==> config.mk <==
export PLATFORM = sky130hd
export DESIGN_NAME = aor_top
export DESIGN_NICKNAME = d
export VERILOG_FILES = /design/src/aor_pkg.sv /design/src/aor_lane_ser.sv /design/src/aor_top.sv
export SDC_FILE = /design/constraint.sdc
export NUM_CORES = 2
export LEC_CHECK = 0
export ABC_AREA = 1
export BUFFER_PORTS_ARGS = -buffer_cell sky130_fd_sc_hd__buf_2
export CORE_MARGIN = 5
export CORE_UTILIZATION = 45
export CTS_CLUSTER_DIAMETER = 50
export DETAILED_ROUTE_END_ITERATION = 10
export MAX_ROUTING_LAYER = met4
export PLACE_DENSITY_LB_ADDON = 0.08
export SYNTH_ARGS = -nofsm -noshare
export SYNTH_HDL_FRONTEND = slang
export SYNTH_SLANG_ARGS = --single-unit
==> constraint.sdc <==
create_clock -name sys_clk -period 1.9 [get_ports sys_clk]
set_input_delay 0.19 -clock sys_clk [delete_from_list [all_inputs] [get_ports sys_clk]]
set_output_delay 0.19 -clock sys_clk [all_outputs]
set_load 0.01 [all_outputs]
==> src/aor_pkg.sv <==
// Behaviour
// - Two-bit rate divider field in rate register.
// - Divider codes: full, half, quarter, eighth rate.
// - Full rate by default and with test patterns.
// - Decimate-by-two takes one code per two samples and sends it twice.
// - Sync pulse resets decimation dividers, aligning channels.
// - Pin sync works after reset, no writes needed.
// - Sync never alters the sampling instants.
// - Hard sync aligns ramps, disables filter sync.
// - Offset binary default; twos-complement inverts MSB.
// - LSB first by default; option sends MSB first.
// - Sixteen lanes, two groups of eight.
// - Per-lane four-bit fields route group inputs.
// - Lower codes: pairs per input, bit3 powers down.
// - Upper codes select inputs eight down to five.
`default_nettype none
package aor_pkg;
    localparam int CHANNELS  = 8;
    localparam int LANES     = 16;
    localparam int RES       = 14;
    localparam int AXI_AW    = 12;
    localparam logic [3:0] WORD_BITS = 4'he;
    localparam logic [3:0] BYTE_BITS = 4'h7;

    localparam logic [7:0] IDX_SYNC_ENABLE = 8'h02;
    localparam logic [7:0] IDX_HARD_SYNC   = 8'h25;
    localparam logic [7:0] IDX_RATE        = 8'h38;
    localparam logic [7:0] IDX_CTRL        = 8'h3a;
    localparam logic [7:0] IDX_STATUS      = 8'h3b;
    localparam logic [7:0] IDX_FORMAT      = 8'h46;
    localparam logic [7:0] IDX_MAP_LO0     = 8'h50;
    localparam logic [7:0] IDX_MAP_LO1     = 8'h51;
    localparam logic [7:0] IDX_MAP_LO2     = 8'h52;
    localparam logic [7:0] IDX_MAP_UP0     = 8'h53;
    localparam logic [7:0] IDX_MAP_UP1     = 8'h54;
    localparam logic [7:0] IDX_MAP_UP2     = 8'h55;

    localparam int SYNC_EN_BIT    = 13;
    localparam int HARD_SYNC_BIT  = 15;
    localparam int BTC_BIT        = 2;
    localparam int MSB_FIRST_BIT  = 3;
    localparam int CTRL_DECIM_BIT = 0;
    localparam int CTRL_2WIRE_BIT = 1;
    localparam int CTRL_TEST_BIT  = 2;
    localparam int MAP_OFF_BIT    = 3;

    localparam logic [1:0]  RST_RATE    = 2'h0;
    localparam logic [2:0]  RST_CTRL    = 3'h0;
    localparam logic [11:0] RST_MAP_LO0 = 12'h210;
    localparam logic [11:0] RST_MAP_LO1 = 12'h543;
    localparam logic [11:0] RST_MAP_LO2 = 12'h076;
    localparam logic [11:0] RST_MAP_UP0 = 12'h567;
    localparam logic [11:0] RST_MAP_UP1 = 12'h234;
    localparam logic [11:0] RST_MAP_UP2 = 12'h001;

    localparam logic [1:0] RESP_OKAY   = 2'h0;
    localparam logic [1:0] RESP_SLVERR = 2'h2;

    typedef struct packed {
        logic                              valid;
        logic [CHANNELS-1:0][RES-1:0]      code;
    } aor_sample_t;

    typedef struct packed {
        logic [LANES-1:0] data;
        logic [LANES-1:0] active;
        logic [LANES-1:0] frame;
    } aor_lane_t;
endpackage
`default_nettype wire

==> src/aor_lane_ser.sv <==
`timescale 1ns/1ps
`default_nettype none
module aor_lane_ser (
    input  wire logic        sys_clk,
    input  wire logic        rst_n,
    input  wire logic        load,
    input  wire logic [13:0] word,
    input  wire logic [3:0]  nbits,
    input  wire logic        msb_first,
    input  wire logic        enable,
    output logic             ser_bit,
    output logic             ser_active,
    output logic             ser_frame
);
    typedef struct packed {
        logic [13:0] sh;
        logic [3:0]  cnt;
        logic [3:0]  nb;
        logic        act;
        logic        bit_o;
        logic        frm;
    } aor_ser_state_t;

    aor_ser_state_t st_ff;
    aor_ser_state_t nxt_st;

    function automatic logic [13:0] rev14(input logic [13:0] v);
        logic [13:0] r;
        r = '0;
        for (int i = 0; i < 14; i++) begin
            r[13-i] = v[i];
        end
        return r;
    endfunction

    always_comb begin
        nxt_st = st_ff;
        nxt_st.bit_o = 1'b0;
        nxt_st.frm = 1'b0;
        if (load) begin
            if (msb_first) begin
                nxt_st.sh = (nbits == aor_pkg::BYTE_BITS) ?
                            (rev14(word) >> 7) : rev14(word);
            end else begin
                nxt_st.sh = word;
            end
            nxt_st.cnt = nbits;
            nxt_st.nb = nbits;
            nxt_st.act = enable;
        end else if (st_ff.cnt != 4'h0) begin
            nxt_st.bit_o = st_ff.act & st_ff.sh[0];
            nxt_st.frm = st_ff.act & (st_ff.cnt == st_ff.nb);
            nxt_st.sh = st_ff.sh >> 1;
            nxt_st.cnt = st_ff.cnt - 4'h1;
        end
    end

    always_ff @(posedge sys_clk) begin
        if (!rst_n) begin
            st_ff <= '0;
        end else begin
            st_ff <= nxt_st;
        end
    end

    assign ser_bit    = st_ff.bit_o;
    assign ser_active = st_ff.act;
    assign ser_frame  = st_ff.frm;
endmodule
`default_nettype wire

==> src/aor_top.sv <==
// Implementation choice: the AXI4-Lite slave port.
`timescale 1ns/1ps
`default_nettype none
module aor_top (
    input  wire logic                        sys_clk,
    input  wire logic                        rst_n,
    input  wire logic [aor_pkg::AXI_AW-1:0]  s_axi_awaddr,
    input  wire logic                        s_axi_awvalid,
    output logic                             s_axi_awready,
    input  wire logic [31:0]                 s_axi_wdata,
    input  wire logic [3:0]                  s_axi_wstrb,
    input  wire logic                        s_axi_wvalid,
    output logic                             s_axi_wready,
    output logic [1:0]                       s_axi_bresp,
    output logic                             s_axi_bvalid,
    input  wire logic                        s_axi_bready,
    input  wire logic [aor_pkg::AXI_AW-1:0]  s_axi_araddr,
    input  wire logic                        s_axi_arvalid,
    output logic                             s_axi_arready,
    output logic [31:0]                      s_axi_rdata,
    output logic [1:0]                       s_axi_rresp,
    output logic                             s_axi_rvalid,
    input  wire logic                        s_axi_rready,
    input  wire aor_pkg::aor_sample_t        sample,
    input  wire logic                        sync_pin,
    output aor_pkg::aor_lane_t               lanes
);
    typedef struct packed {
        logic [2:0]                      sync_sh;
        logic                            sync_lvl;
        logic                            aw_full;
        logic [7:0]                      aw_idx;
        logic                            aw_bad;
        logic                            w_full;
        logic [31:0]                     w_data;
        logic [3:0]                      w_strb;
        logic                            b_valid;
        logic [1:0]                      b_resp;
        logic                            r_valid;
        logic [31:0]                     r_data;
        logic [1:0]                      r_resp;
        logic                            sync_en;
        logic                            hard_sync;
        logic [1:0]                      rate;
        logic                            btc;
        logic                            msb_first;
        logic [2:0]                      ctrl;
        logic [5:0][11:0]                map;
        logic [aor_pkg::CHANNELS-1:0]    phase;
        logic [aor_pkg::CHANNELS-1:0][aor_pkg::RES-1:0] ramp;
        logic [aor_pkg::CHANNELS-1:0][aor_pkg::RES-1:0] held;
        logic [2:0]                      rate_cnt;
        logic                            load;
    } aor_state_t;

    aor_state_t st_ff;
    aor_state_t nxt_st;

    logic                        sync_edge;
    logic [31:0]                 cur_word;
    logic [15:0]                 wr_val;
    logic [2:0]                  rate_mask;
    logic [aor_pkg::RES-1:0]     in_code;
    logic [31:0]                 lower_flat;
    logic [31:0]                 upper_flat;
    logic [aor_pkg::LANES-1:0]   lane_bit;
    logic [aor_pkg::LANES-1:0]   lane_act;
    logic [aor_pkg::LANES-1:0]   lane_frm;
    logic                        two_wire;
    logic                        test_on;
    logic                        decim_on;

    // Returns true for an address that lands on a mapped register.
    function automatic logic addr_hit(input logic [aor_pkg::AXI_AW-1:0] a);
        logic [7:0] idx;
        idx = a[9:2];
        if (a[aor_pkg::AXI_AW-1:10] != '0) begin
            return 1'b0;
        end
        return (idx == aor_pkg::IDX_SYNC_ENABLE) ||
               (idx == aor_pkg::IDX_HARD_SYNC) ||
               (idx == aor_pkg::IDX_RATE) ||
               (idx == aor_pkg::IDX_CTRL) ||
               (idx == aor_pkg::IDX_STATUS) ||
               (idx == aor_pkg::IDX_FORMAT) ||
               (idx >= aor_pkg::IDX_MAP_LO0 && idx <= aor_pkg::IDX_MAP_UP2);
    endfunction

    // Read view of every register; unmapped indices read as zero.
    function automatic logic [31:0] rd_word(input aor_state_t s,
                                            input logic [7:0] idx);
        logic [31:0] r;
        r = '0;
        unique case (idx)
            aor_pkg::IDX_SYNC_ENABLE: r[aor_pkg::SYNC_EN_BIT] = s.sync_en;
            aor_pkg::IDX_HARD_SYNC: r[aor_pkg::HARD_SYNC_BIT] = s.hard_sync;
            aor_pkg::IDX_RATE: r[1:0] = s.rate;
            aor_pkg::IDX_CTRL: r[2:0] = s.ctrl;
            aor_pkg::IDX_STATUS: r[8:0] = {s.sync_lvl, s.phase};
            aor_pkg::IDX_FORMAT: begin
                r[aor_pkg::BTC_BIT] = s.btc;
                r[aor_pkg::MSB_FIRST_BIT] = s.msb_first;
            end
            aor_pkg::IDX_MAP_LO0: r[11:0] = s.map[0];
            aor_pkg::IDX_MAP_LO1: r[11:0] = s.map[1];
            aor_pkg::IDX_MAP_LO2: r[7:0] = s.map[2][7:0];
            aor_pkg::IDX_MAP_UP0: r[11:0] = s.map[3];
            aor_pkg::IDX_MAP_UP1: r[11:0] = s.map[4];
            aor_pkg::IDX_MAP_UP2: r[7:0] = s.map[5][7:0];
            default: r = '0;
        endcase
        return r;
    endfunction

    // Merges written byte lanes into the current low half-word.
    function automatic logic [15:0] merge16(input logic [15:0] old,
                                            input logic [31:0] d,
                                            input logic [3:0] strb);
        return {strb[1] ? d[15:8] : old[15:8],
                strb[0] ? d[7:0] : old[7:0]};
    endfunction

    assign two_wire = st_ff.ctrl[aor_pkg::CTRL_2WIRE_BIT];
    assign test_on  = st_ff.ctrl[aor_pkg::CTRL_TEST_BIT];
    assign decim_on = st_ff.ctrl[aor_pkg::CTRL_DECIM_BIT];

    assign s_axi_awready = !st_ff.aw_full && !st_ff.b_valid;
    assign s_axi_wready  = !st_ff.w_full && !st_ff.b_valid;
    assign s_axi_arready = !st_ff.r_valid;
    assign s_axi_bvalid  = st_ff.b_valid;
    assign s_axi_bresp   = st_ff.b_resp;
    assign s_axi_rvalid  = st_ff.r_valid;
    assign s_axi_rdata   = st_ff.r_data;
    assign s_axi_rresp   = st_ff.r_resp;

    // A rise of the pin level counts once the last two stages agree.
    assign sync_edge = (st_ff.sync_sh[1] == st_ff.sync_sh[2]) &&
                       st_ff.sync_sh[1] && !st_ff.sync_lvl;

    always_comb begin
        unique case (st_ff.rate)
            2'h0: rate_mask = 3'h0;
            2'h1: rate_mask = 3'h1;
            2'h2: rate_mask = 3'h3;
            2'h3: rate_mask = 3'h7;
        endcase
    end

    always_comb begin
        nxt_st = st_ff;
        nxt_st.load = 1'b0;
        in_code = '0;
        cur_word = rd_word(st_ff, st_ff.aw_idx);
        wr_val = merge16(cur_word[15:0], st_ff.w_data, st_ff.w_strb);

        nxt_st.sync_sh = {st_ff.sync_sh[1:0], sync_pin};
        if (st_ff.sync_sh[1] == st_ff.sync_sh[2]) begin
            nxt_st.sync_lvl = st_ff.sync_sh[1];
        end

        if (s_axi_awvalid && s_axi_awready) begin
            nxt_st.aw_full = 1'b1;
            nxt_st.aw_idx = s_axi_awaddr[9:2];
            nxt_st.aw_bad = !addr_hit(s_axi_awaddr);
        end
        if (s_axi_wvalid && s_axi_wready) begin
            nxt_st.w_full = 1'b1;
            nxt_st.w_data = s_axi_wdata;
            nxt_st.w_strb = s_axi_wstrb;
        end
        if (st_ff.aw_full && st_ff.w_full) begin
            nxt_st.aw_full = 1'b0;
            nxt_st.w_full = 1'b0;
            nxt_st.b_valid = 1'b1;
            nxt_st.b_resp = st_ff.aw_bad ? aor_pkg::RESP_SLVERR
                                         : aor_pkg::RESP_OKAY;
            if (!st_ff.aw_bad) begin
                unique case (st_ff.aw_idx)
                    aor_pkg::IDX_SYNC_ENABLE:
                        nxt_st.sync_en = wr_val[aor_pkg::SYNC_EN_BIT];
                    aor_pkg::IDX_HARD_SYNC:
                        nxt_st.hard_sync = wr_val[aor_pkg::HARD_SYNC_BIT];
                    aor_pkg::IDX_RATE: nxt_st.rate = wr_val[1:0];
                    aor_pkg::IDX_CTRL: nxt_st.ctrl = wr_val[2:0];
                    aor_pkg::IDX_FORMAT: begin
                        nxt_st.btc = wr_val[aor_pkg::BTC_BIT];
                        nxt_st.msb_first = wr_val[aor_pkg::MSB_FIRST_BIT];
                    end
                    aor_pkg::IDX_MAP_LO0: nxt_st.map[0] = wr_val[11:0];
                    aor_pkg::IDX_MAP_LO1: nxt_st.map[1] = wr_val[11:0];
                    aor_pkg::IDX_MAP_LO2: nxt_st.map[2] = {4'h0, wr_val[7:0]};
                    aor_pkg::IDX_MAP_UP0: nxt_st.map[3] = wr_val[11:0];
                    aor_pkg::IDX_MAP_UP1: nxt_st.map[4] = wr_val[11:0];
                    aor_pkg::IDX_MAP_UP2: nxt_st.map[5] = {4'h0, wr_val[7:0]};
                    default: nxt_st.b_resp = aor_pkg::RESP_OKAY;
                endcase
            end
        end
        if (st_ff.b_valid && s_axi_bready) begin
            nxt_st.b_valid = 1'b0;
        end
        if (s_axi_arvalid && s_axi_arready) begin
            nxt_st.r_valid = 1'b1;
            nxt_st.r_data = rd_word(st_ff, s_axi_araddr[9:2]);
            nxt_st.r_resp = addr_hit(s_axi_araddr) ? aor_pkg::RESP_OKAY
                                                   : aor_pkg::RESP_SLVERR;
        end
        if (st_ff.r_valid && s_axi_rready) begin
            nxt_st.r_valid = 1'b0;
        end

        // Every sample is taken on its own strobe; sync only clears phases and rate count, or with hard sync the ramps.
        if (sample.valid) begin
            for (int ch = 0; ch < aor_pkg::CHANNELS; ch++) begin
                in_code = test_on ? st_ff.ramp[ch] : sample.code[ch];
                nxt_st.ramp[ch] = st_ff.ramp[ch] + 14'h0001;
                if (!decim_on || !st_ff.phase[ch]) begin
                    nxt_st.held[ch] = in_code;
                end
                if (decim_on) begin
                    nxt_st.phase[ch] = !st_ff.phase[ch];
                end
            end
            nxt_st.rate_cnt = st_ff.rate_cnt + 3'h1;
            // Test patterns always leave at the sampling rate.
            nxt_st.load = test_on ||
                          ((st_ff.rate_cnt & rate_mask) == 3'h0);
        end

        if (sync_edge) begin
            if (st_ff.hard_sync) begin
                for (int ch = 0; ch < aor_pkg::CHANNELS; ch++) begin
                    nxt_st.ramp[ch] = '0;
                end
            end else begin
                nxt_st.phase = '0;
                nxt_st.rate_cnt = 3'h0;
            end
        end
    end

    always_ff @(posedge sys_clk) begin
        if (!rst_n) begin
            st_ff <= '0;
            st_ff.rate <= aor_pkg::RST_RATE;
            st_ff.ctrl <= aor_pkg::RST_CTRL;
            st_ff.map <= {aor_pkg::RST_MAP_UP2, aor_pkg::RST_MAP_UP1,
                          aor_pkg::RST_MAP_UP0, aor_pkg::RST_MAP_LO2,
                          aor_pkg::RST_MAP_LO1, aor_pkg::RST_MAP_LO0};
            for (int ch = 0; ch < aor_pkg::CHANNELS; ch++) begin
                st_ff.phase[ch] <= ch[0];
                st_ff.ramp[ch] <= ch[aor_pkg::RES-1:0];
            end
        end else begin
            st_ff <= nxt_st;
        end
    end

    assign lower_flat = {st_ff.map[2][7:0], st_ff.map[1], st_ff.map[0]};
    assign upper_flat = {st_ff.map[5][7:0], st_ff.map[4], st_ff.map[3]};

    // Lanes 0..7 are 1A,1B..4A,4B; lanes 8..15 are 5A,5B..8A,8B.
    for (genvar gl = 0; gl < aor_pkg::LANES; gl++) begin : g_lane
        localparam int LI = gl % 8;
        localparam int FI = (gl < 8) ? LI : (LI ^ 1);
        logic [3:0]              lane_code;
        logic [2:0]              lane_ch;
        logic [aor_pkg::RES-1:0] lane_word;
        logic [13:0]             lane_pay;
        logic                    lane_en;

        if (gl < 8) begin : g_lo
            assign lane_code = lower_flat[4*FI +: 4];
            assign lane_ch = {1'b0, lane_code[2:1]};
        end else begin : g_up
            assign lane_code = upper_flat[4*FI +: 4];
            assign lane_ch = 3'h7 - {1'b0, lane_code[2:1]};
        end

        assign lane_word = {st_ff.held[lane_ch][aor_pkg::RES-1] ^ st_ff.btc,
                            st_ff.held[lane_ch][aor_pkg::RES-2:0]};
        assign lane_pay = two_wire ? (lane_code[0] ?
                                      {7'h00, lane_word[13:7]} :
                                      {7'h00, lane_word[6:0]})
                                   : lane_word;
        assign lane_en = !lane_code[aor_pkg::MAP_OFF_BIT] &&
                         (two_wire || !lane_code[0]);

        aor_lane_ser u_ser (
            .sys_clk    (sys_clk),
            .rst_n      (rst_n),
            .load       (st_ff.load),
            .word       (lane_pay),
            .nbits      (two_wire ? aor_pkg::BYTE_BITS : aor_pkg::WORD_BITS),
            .msb_first  (st_ff.msb_first),
            .enable     (lane_en),
            .ser_bit    (lane_bit[gl]),
            .ser_active (lane_act[gl]),
            .ser_frame  (lane_frm[gl])
        );
    end

    assign lanes = '{data: lane_bit, active: lane_act, frame: lane_frm};
endmodule
`default_nettype wire

==> reports/results.txt <==
After synthesis, the most frequently instantiated cells are sky130_fd_sc_hd__nand2_1 (2222), sky130_fd_sc_hd__nand3_1 (725), sky130_fd_sc_hd__o21ai_0 (698). After global routing the overflow that remains totals 0. After synthesis, the netlist uses 50 different library cells. The area growth from synthesis to layout is 22.7%. The share of async-settable or async-resettable flops after synthesis was 0; the leakage power of the design was 23.2 nW. The post-synthesis cell type with the largest combined area was sky130_fd_sc_hd__dfxtp_1.

Clock-pin slew reported for the worst setup and hold paths after clock tree synthesis: 0.06 ns. The number of hold violations in the final report is 0, and the largest net degree at the start of global routing is 150. Clock tree synthesis selected as its root buffer the cell sky130_fd_sc_hd__clkbuf_16. The post-route clock period utilization is 0.981.

The final setup violation count was 0; the number of buffers on the longest clock path was 3. The fraction of layout cells with a size suffix above 1 was 0.143; the total number of vias was 51185. The count of maximum capacitance violations is 0, and the top fanout value on the critical path is 21. Counting the fill cells in the layout gives 9734. The via count of the first global-routing pass came out at 45328. For the final net count, the log shows 7794. The height of the die is 324 microns. Dividing the synthesized area by the synthesized cell count gives 6.14 sq um.

Sorting the synthesized cells by area gives the leading types as sky130_fd_sc_hd__dfxtp_1 (32%), sky130_fd_sc_hd__nand2_1 (19%), sky130_fd_sc_hd__nand3_1 (8.2%), sky130_fd_sc_hd__o21ai_0 (7.9%), sky130_fd_sc_hd__a21oi_1 (6.3%). The run gives 0.315 as the sequential cell area fraction in the yosys report. The first global-routing pass estimated 288000 microns of wire.

At the placement stage, the worst setup path has a slack of -0.0316 ns. The tools report the cell row count as 115. The run gives 0 as the total count of max-transition violations in the final report. The tools report the number of instances in the synthesized netlist as 7200.

The floorplan step defined a die boundary enclosing 105000 sq um. For this design, the slowest cell found on the critical path is sky130_fd_sc_hd__dfxtp_1. After detailed routing, the number of remaining DRC violations is 0. For the non-filler instance count after layout, the log shows 8956. After layout, the minimum clock period comes to 1.86 ns.

The tree built by TritonCTS fans out to 697 sinks. For this design the ratio of total power to cell area is 976 nW/um^2. Type of the worst setup path: register to register. The run gives 270 as the boundary pin count.

For the initial antenna violation count, the log shows 8. The flop and latch count out of synthesis came out at 697. TritonCTS built the clock tree. STA puts the critical path data arrival time at 2.46 ns. Summing internal, switching and leakage power gives 53.0 mW. Global routing usage summed across all routing layers: 0.369. Counting flops with a built-in enable in the synthesized netlist gives 0.

Once detail routing completed, the nets flagged for antenna violations numbered 0. In the routed layout, each cell is associated on average with a via count of 5.72. For the pin with the worst max-slew slack, the measured transition is 1.03 ns. Port buffering added 225 buffers. The run gives 1.02 as the last weighted congestion value of the routability-driven placer. In this design, the stage delay of the slowest critical-path cell is 0.48 ns. The min-delay analysis places its worst path in the category input pin to register. Measured along the x axis, the die boundary spans 324 microns. IR analysis of the VDD net gives a maximum drop of 742 uV.

Clock latency on the worst-skew pair, taken at its later pin, is 0.69 ns. On the final layout, the worst hold slack is 0.0580 ns. The number of H-tree levels is 3. Before antenna repair, the detailed router went through 6 iterations. The most common cell in the synthesized netlist is sky130_fd_sc_hd__nand2_1. The Yosys step of the flow raised 0 warnings. For the worst max-slew margin expressed relative to the limit, the log shows 0.314.

The critical path goes through buf_4 -> buf_4 -> nand2_1 -> nand3_1 -> nand2_1 -> o21ai_0 -> nand2_1 -> a31oi_1. The region available for standard cell placement spans 98000 sq um. The most numerous cell type found on the critical path is sky130_fd_sc_hd__nand2_1. Upper clock frequency limit: 537 MHz.

After detailed routing, the total wire length is 196000 microns. Counting tap cells, the placed design contains a total of 8585 instances. For the number of DRC violations after detailed-routing iteration 0, the log shows 6584. The flow ran to the end, and the final reports show no timing, DRC or antenna violations.

The worst setup path is captured at a register. Category of the worst setup path launch point: a register. Clock tree synthesis inserted a total of 99 buffers. Routed wire length per instance: 21.9 microns. The area share of the leading cell type in the synthesized netlist works out to 0.315. Setup repair after global routing could not meet its margin everywhere. For the worst setup path, the data required time is 2.49 ns. The run gives 142000 microns as the post-detailed-placement half-perimeter wirelength. In this run the cell area of the synthesized design comes to 44200 sq um. Smallest setup slack after layout: 0.0363 ns.

The prevailing post-synth register cell is sky130_fd_sc_hd__dfxtp_1. The clock arrives with 0.0216 ns of skew. Initial cell density of the core: 0.452.
## area by class of cell
cell class              count  area [sq um]  area share
diodes                      9          22.5    0.000415
clock buffers             121          2760      0.0508
clock inverters            61           679      0.0125
inverters                 517          1980      0.0365
multi-input cells        5367         25600       0.471
flip-flops and latches    697         14000       0.257
well taps                1287          1610      0.0297
repair buffers            894          7680       0.141
repair inverters            3          22.5    0.000415
## report_power, final
group          switching (mW)  leakage [nW]  internal, mW
clock                    7.63          1.68          11.7
sequential               1.68          5.72          17.3
combinational            9.14          15.8          5.53
## per-layer routing
layer  vias to the layer above  wire (microns)  global-route usage
met5                         -               0                   -
met4                         0            8420               0.136
met3                       460           20100              0.0699
met2                      2637           82000               0.535
met1                     23564           85300               0.511
li1                      24524               -                   -
## path summary, 6_finish.rpt
check / startpoint / end / slack (ns) / cells after the start
hold / removal: s_axi_arvalid / s_axi_rdata[15]$_SDFFE_PN0P_ / 0.06 / 6
hold reg to reg: nxt_st[404]$_SDFF_PN0_ / nxt_st[405]$_SDFF_PN0_ / 0.43 / 2
setup reg to reg: g_lane[6].lane_ch[0]$_SDFFE_PN1P_ / g_lane[6].u_ser.st_ff[18]$_SDFFE_PN0P_ / 0.04 / 8
setup / recovery: g_lane[6].lane_ch[0]$_SDFFE_PN1P_ / g_lane[6].u_ser.st_ff[18]$_SDFFE_PN0P_ / 0.04 / 8
## registers in the layout, indices dropped and copies added (netlist names)
| name | flops |
|---|---|
| s_axi_bvalid | 1 |
| g_lane.u_ser.st_ff | 291 |
| s_axi_rresp | 1 |
| g_lane.u_ser.ser_frame | 16 |
| s_axi_bresp | 1 |
| s_axi_rvalid | 1 |
| decim_on | 1 |
| g_lane.lane_code | 48 |
| g_lane.lane_ch | 16 |
| g_lane.u_ser.ser_bit | 16 |
| g_lane.u_ser.ser_active | 16 |
| nxt_st | 2 |
| s_axi_rdata | 14 |
| st_ff | 273 |
## cells by family after synthesis
kind of cell,after synthesis,synth area share
buf+inv,1155,0.113
mux,2,0.000453
fa+ha+maj,34,0.00962
simple gates,3527,0.332
flops,697,0.315
xor+xnor,84,0.0166
compound gates,1700,0.213
other cells,1,0.0000848
## critical path: cells and delay by family (launching register included)
family / cells / cell delay [ns]
compound gates: 2 / 0.44
buf+inv: 2 / 0.51
flops: 1 / 0.48
simple gates: 4 / 0.35
## what timing repair did
item / CTS / global route
hold endpoints to repair: 158 / 0
endpoints found under the setup margin: 0 / 192
buffers inserted: 0 / 11
resized for setup: 0 / 100
hold buffers: 166 / 0
## stage by stage
step / utilization / TNS, ns / cell area [sq um]
final: 0.554 / 0 / 54300
after global routing: 0.554 / -0.242 / 54300
after CTS: 0.550 / 0 / 53900
after detailed placement: 0.498 / -0.0827 / 48800
after global placement: 0.498 / 0 / 48800
after floorplan: - / 0 / 44300
## cells in the final DEF (no fill, tap or decap), types with 10 or more instances in the layout
master                          instances
sky130_fd_sc_hd__o21ai_1               41
sky130_fd_sc_hd__xor2_1                62
sky130_fd_sc_hd__nand2_1             2209
sky130_fd_sc_hd__dlygate4sd3_1        166
sky130_fd_sc_hd__o21ai_0              684
sky130_fd_sc_hd__inv_1                464
sky130_fd_sc_hd__a31oi_1              111
sky130_fd_sc_hd__clkinvlp_4            16
sky130_fd_sc_hd__o211ai_1             193
sky130_fd_sc_hd__or2_2                 28
sky130_fd_sc_hd__a21oi_1              558
sky130_fd_sc_hd__nor4_1                11
sky130_fd_sc_hd__nor2_2                34
sky130_fd_sc_hd__clkbuf_8              11
sky130_fd_sc_hd__conb_1                20
sky130_fd_sc_hd__inv_6                 13
sky130_fd_sc_hd__a211oi_1              12
sky130_fd_sc_hd__clkinv_2              18
sky130_fd_sc_hd__buf_12                87
sky130_fd_sc_hd__nor3_1                57
sky130_fd_sc_hd__o31ai_1               10
sky130_fd_sc_hd__clkbuf_16            103
sky130_fd_sc_hd__nor2_4                27
sky130_fd_sc_hd__buf_4                412
sky130_fd_sc_hd__nor2_1               362
sky130_fd_sc_hd__nand3_1              723
sky130_fd_sc_hd__ha_1                  33
sky130_fd_sc_hd__o21a_1                14
sky130_fd_sc_hd__xnor2_1               20
sky130_fd_sc_hd__dfxtp_1              685
sky130_fd_sc_hd__o22ai_1               37
sky130_fd_sc_hd__nand2_2               21
sky130_fd_sc_hd__inv_2                 35
sky130_fd_sc_hd__nand4_1               32
sky130_fd_sc_hd__buf_2                224
No activity file was read; power rests on OpenSTA's default activity.
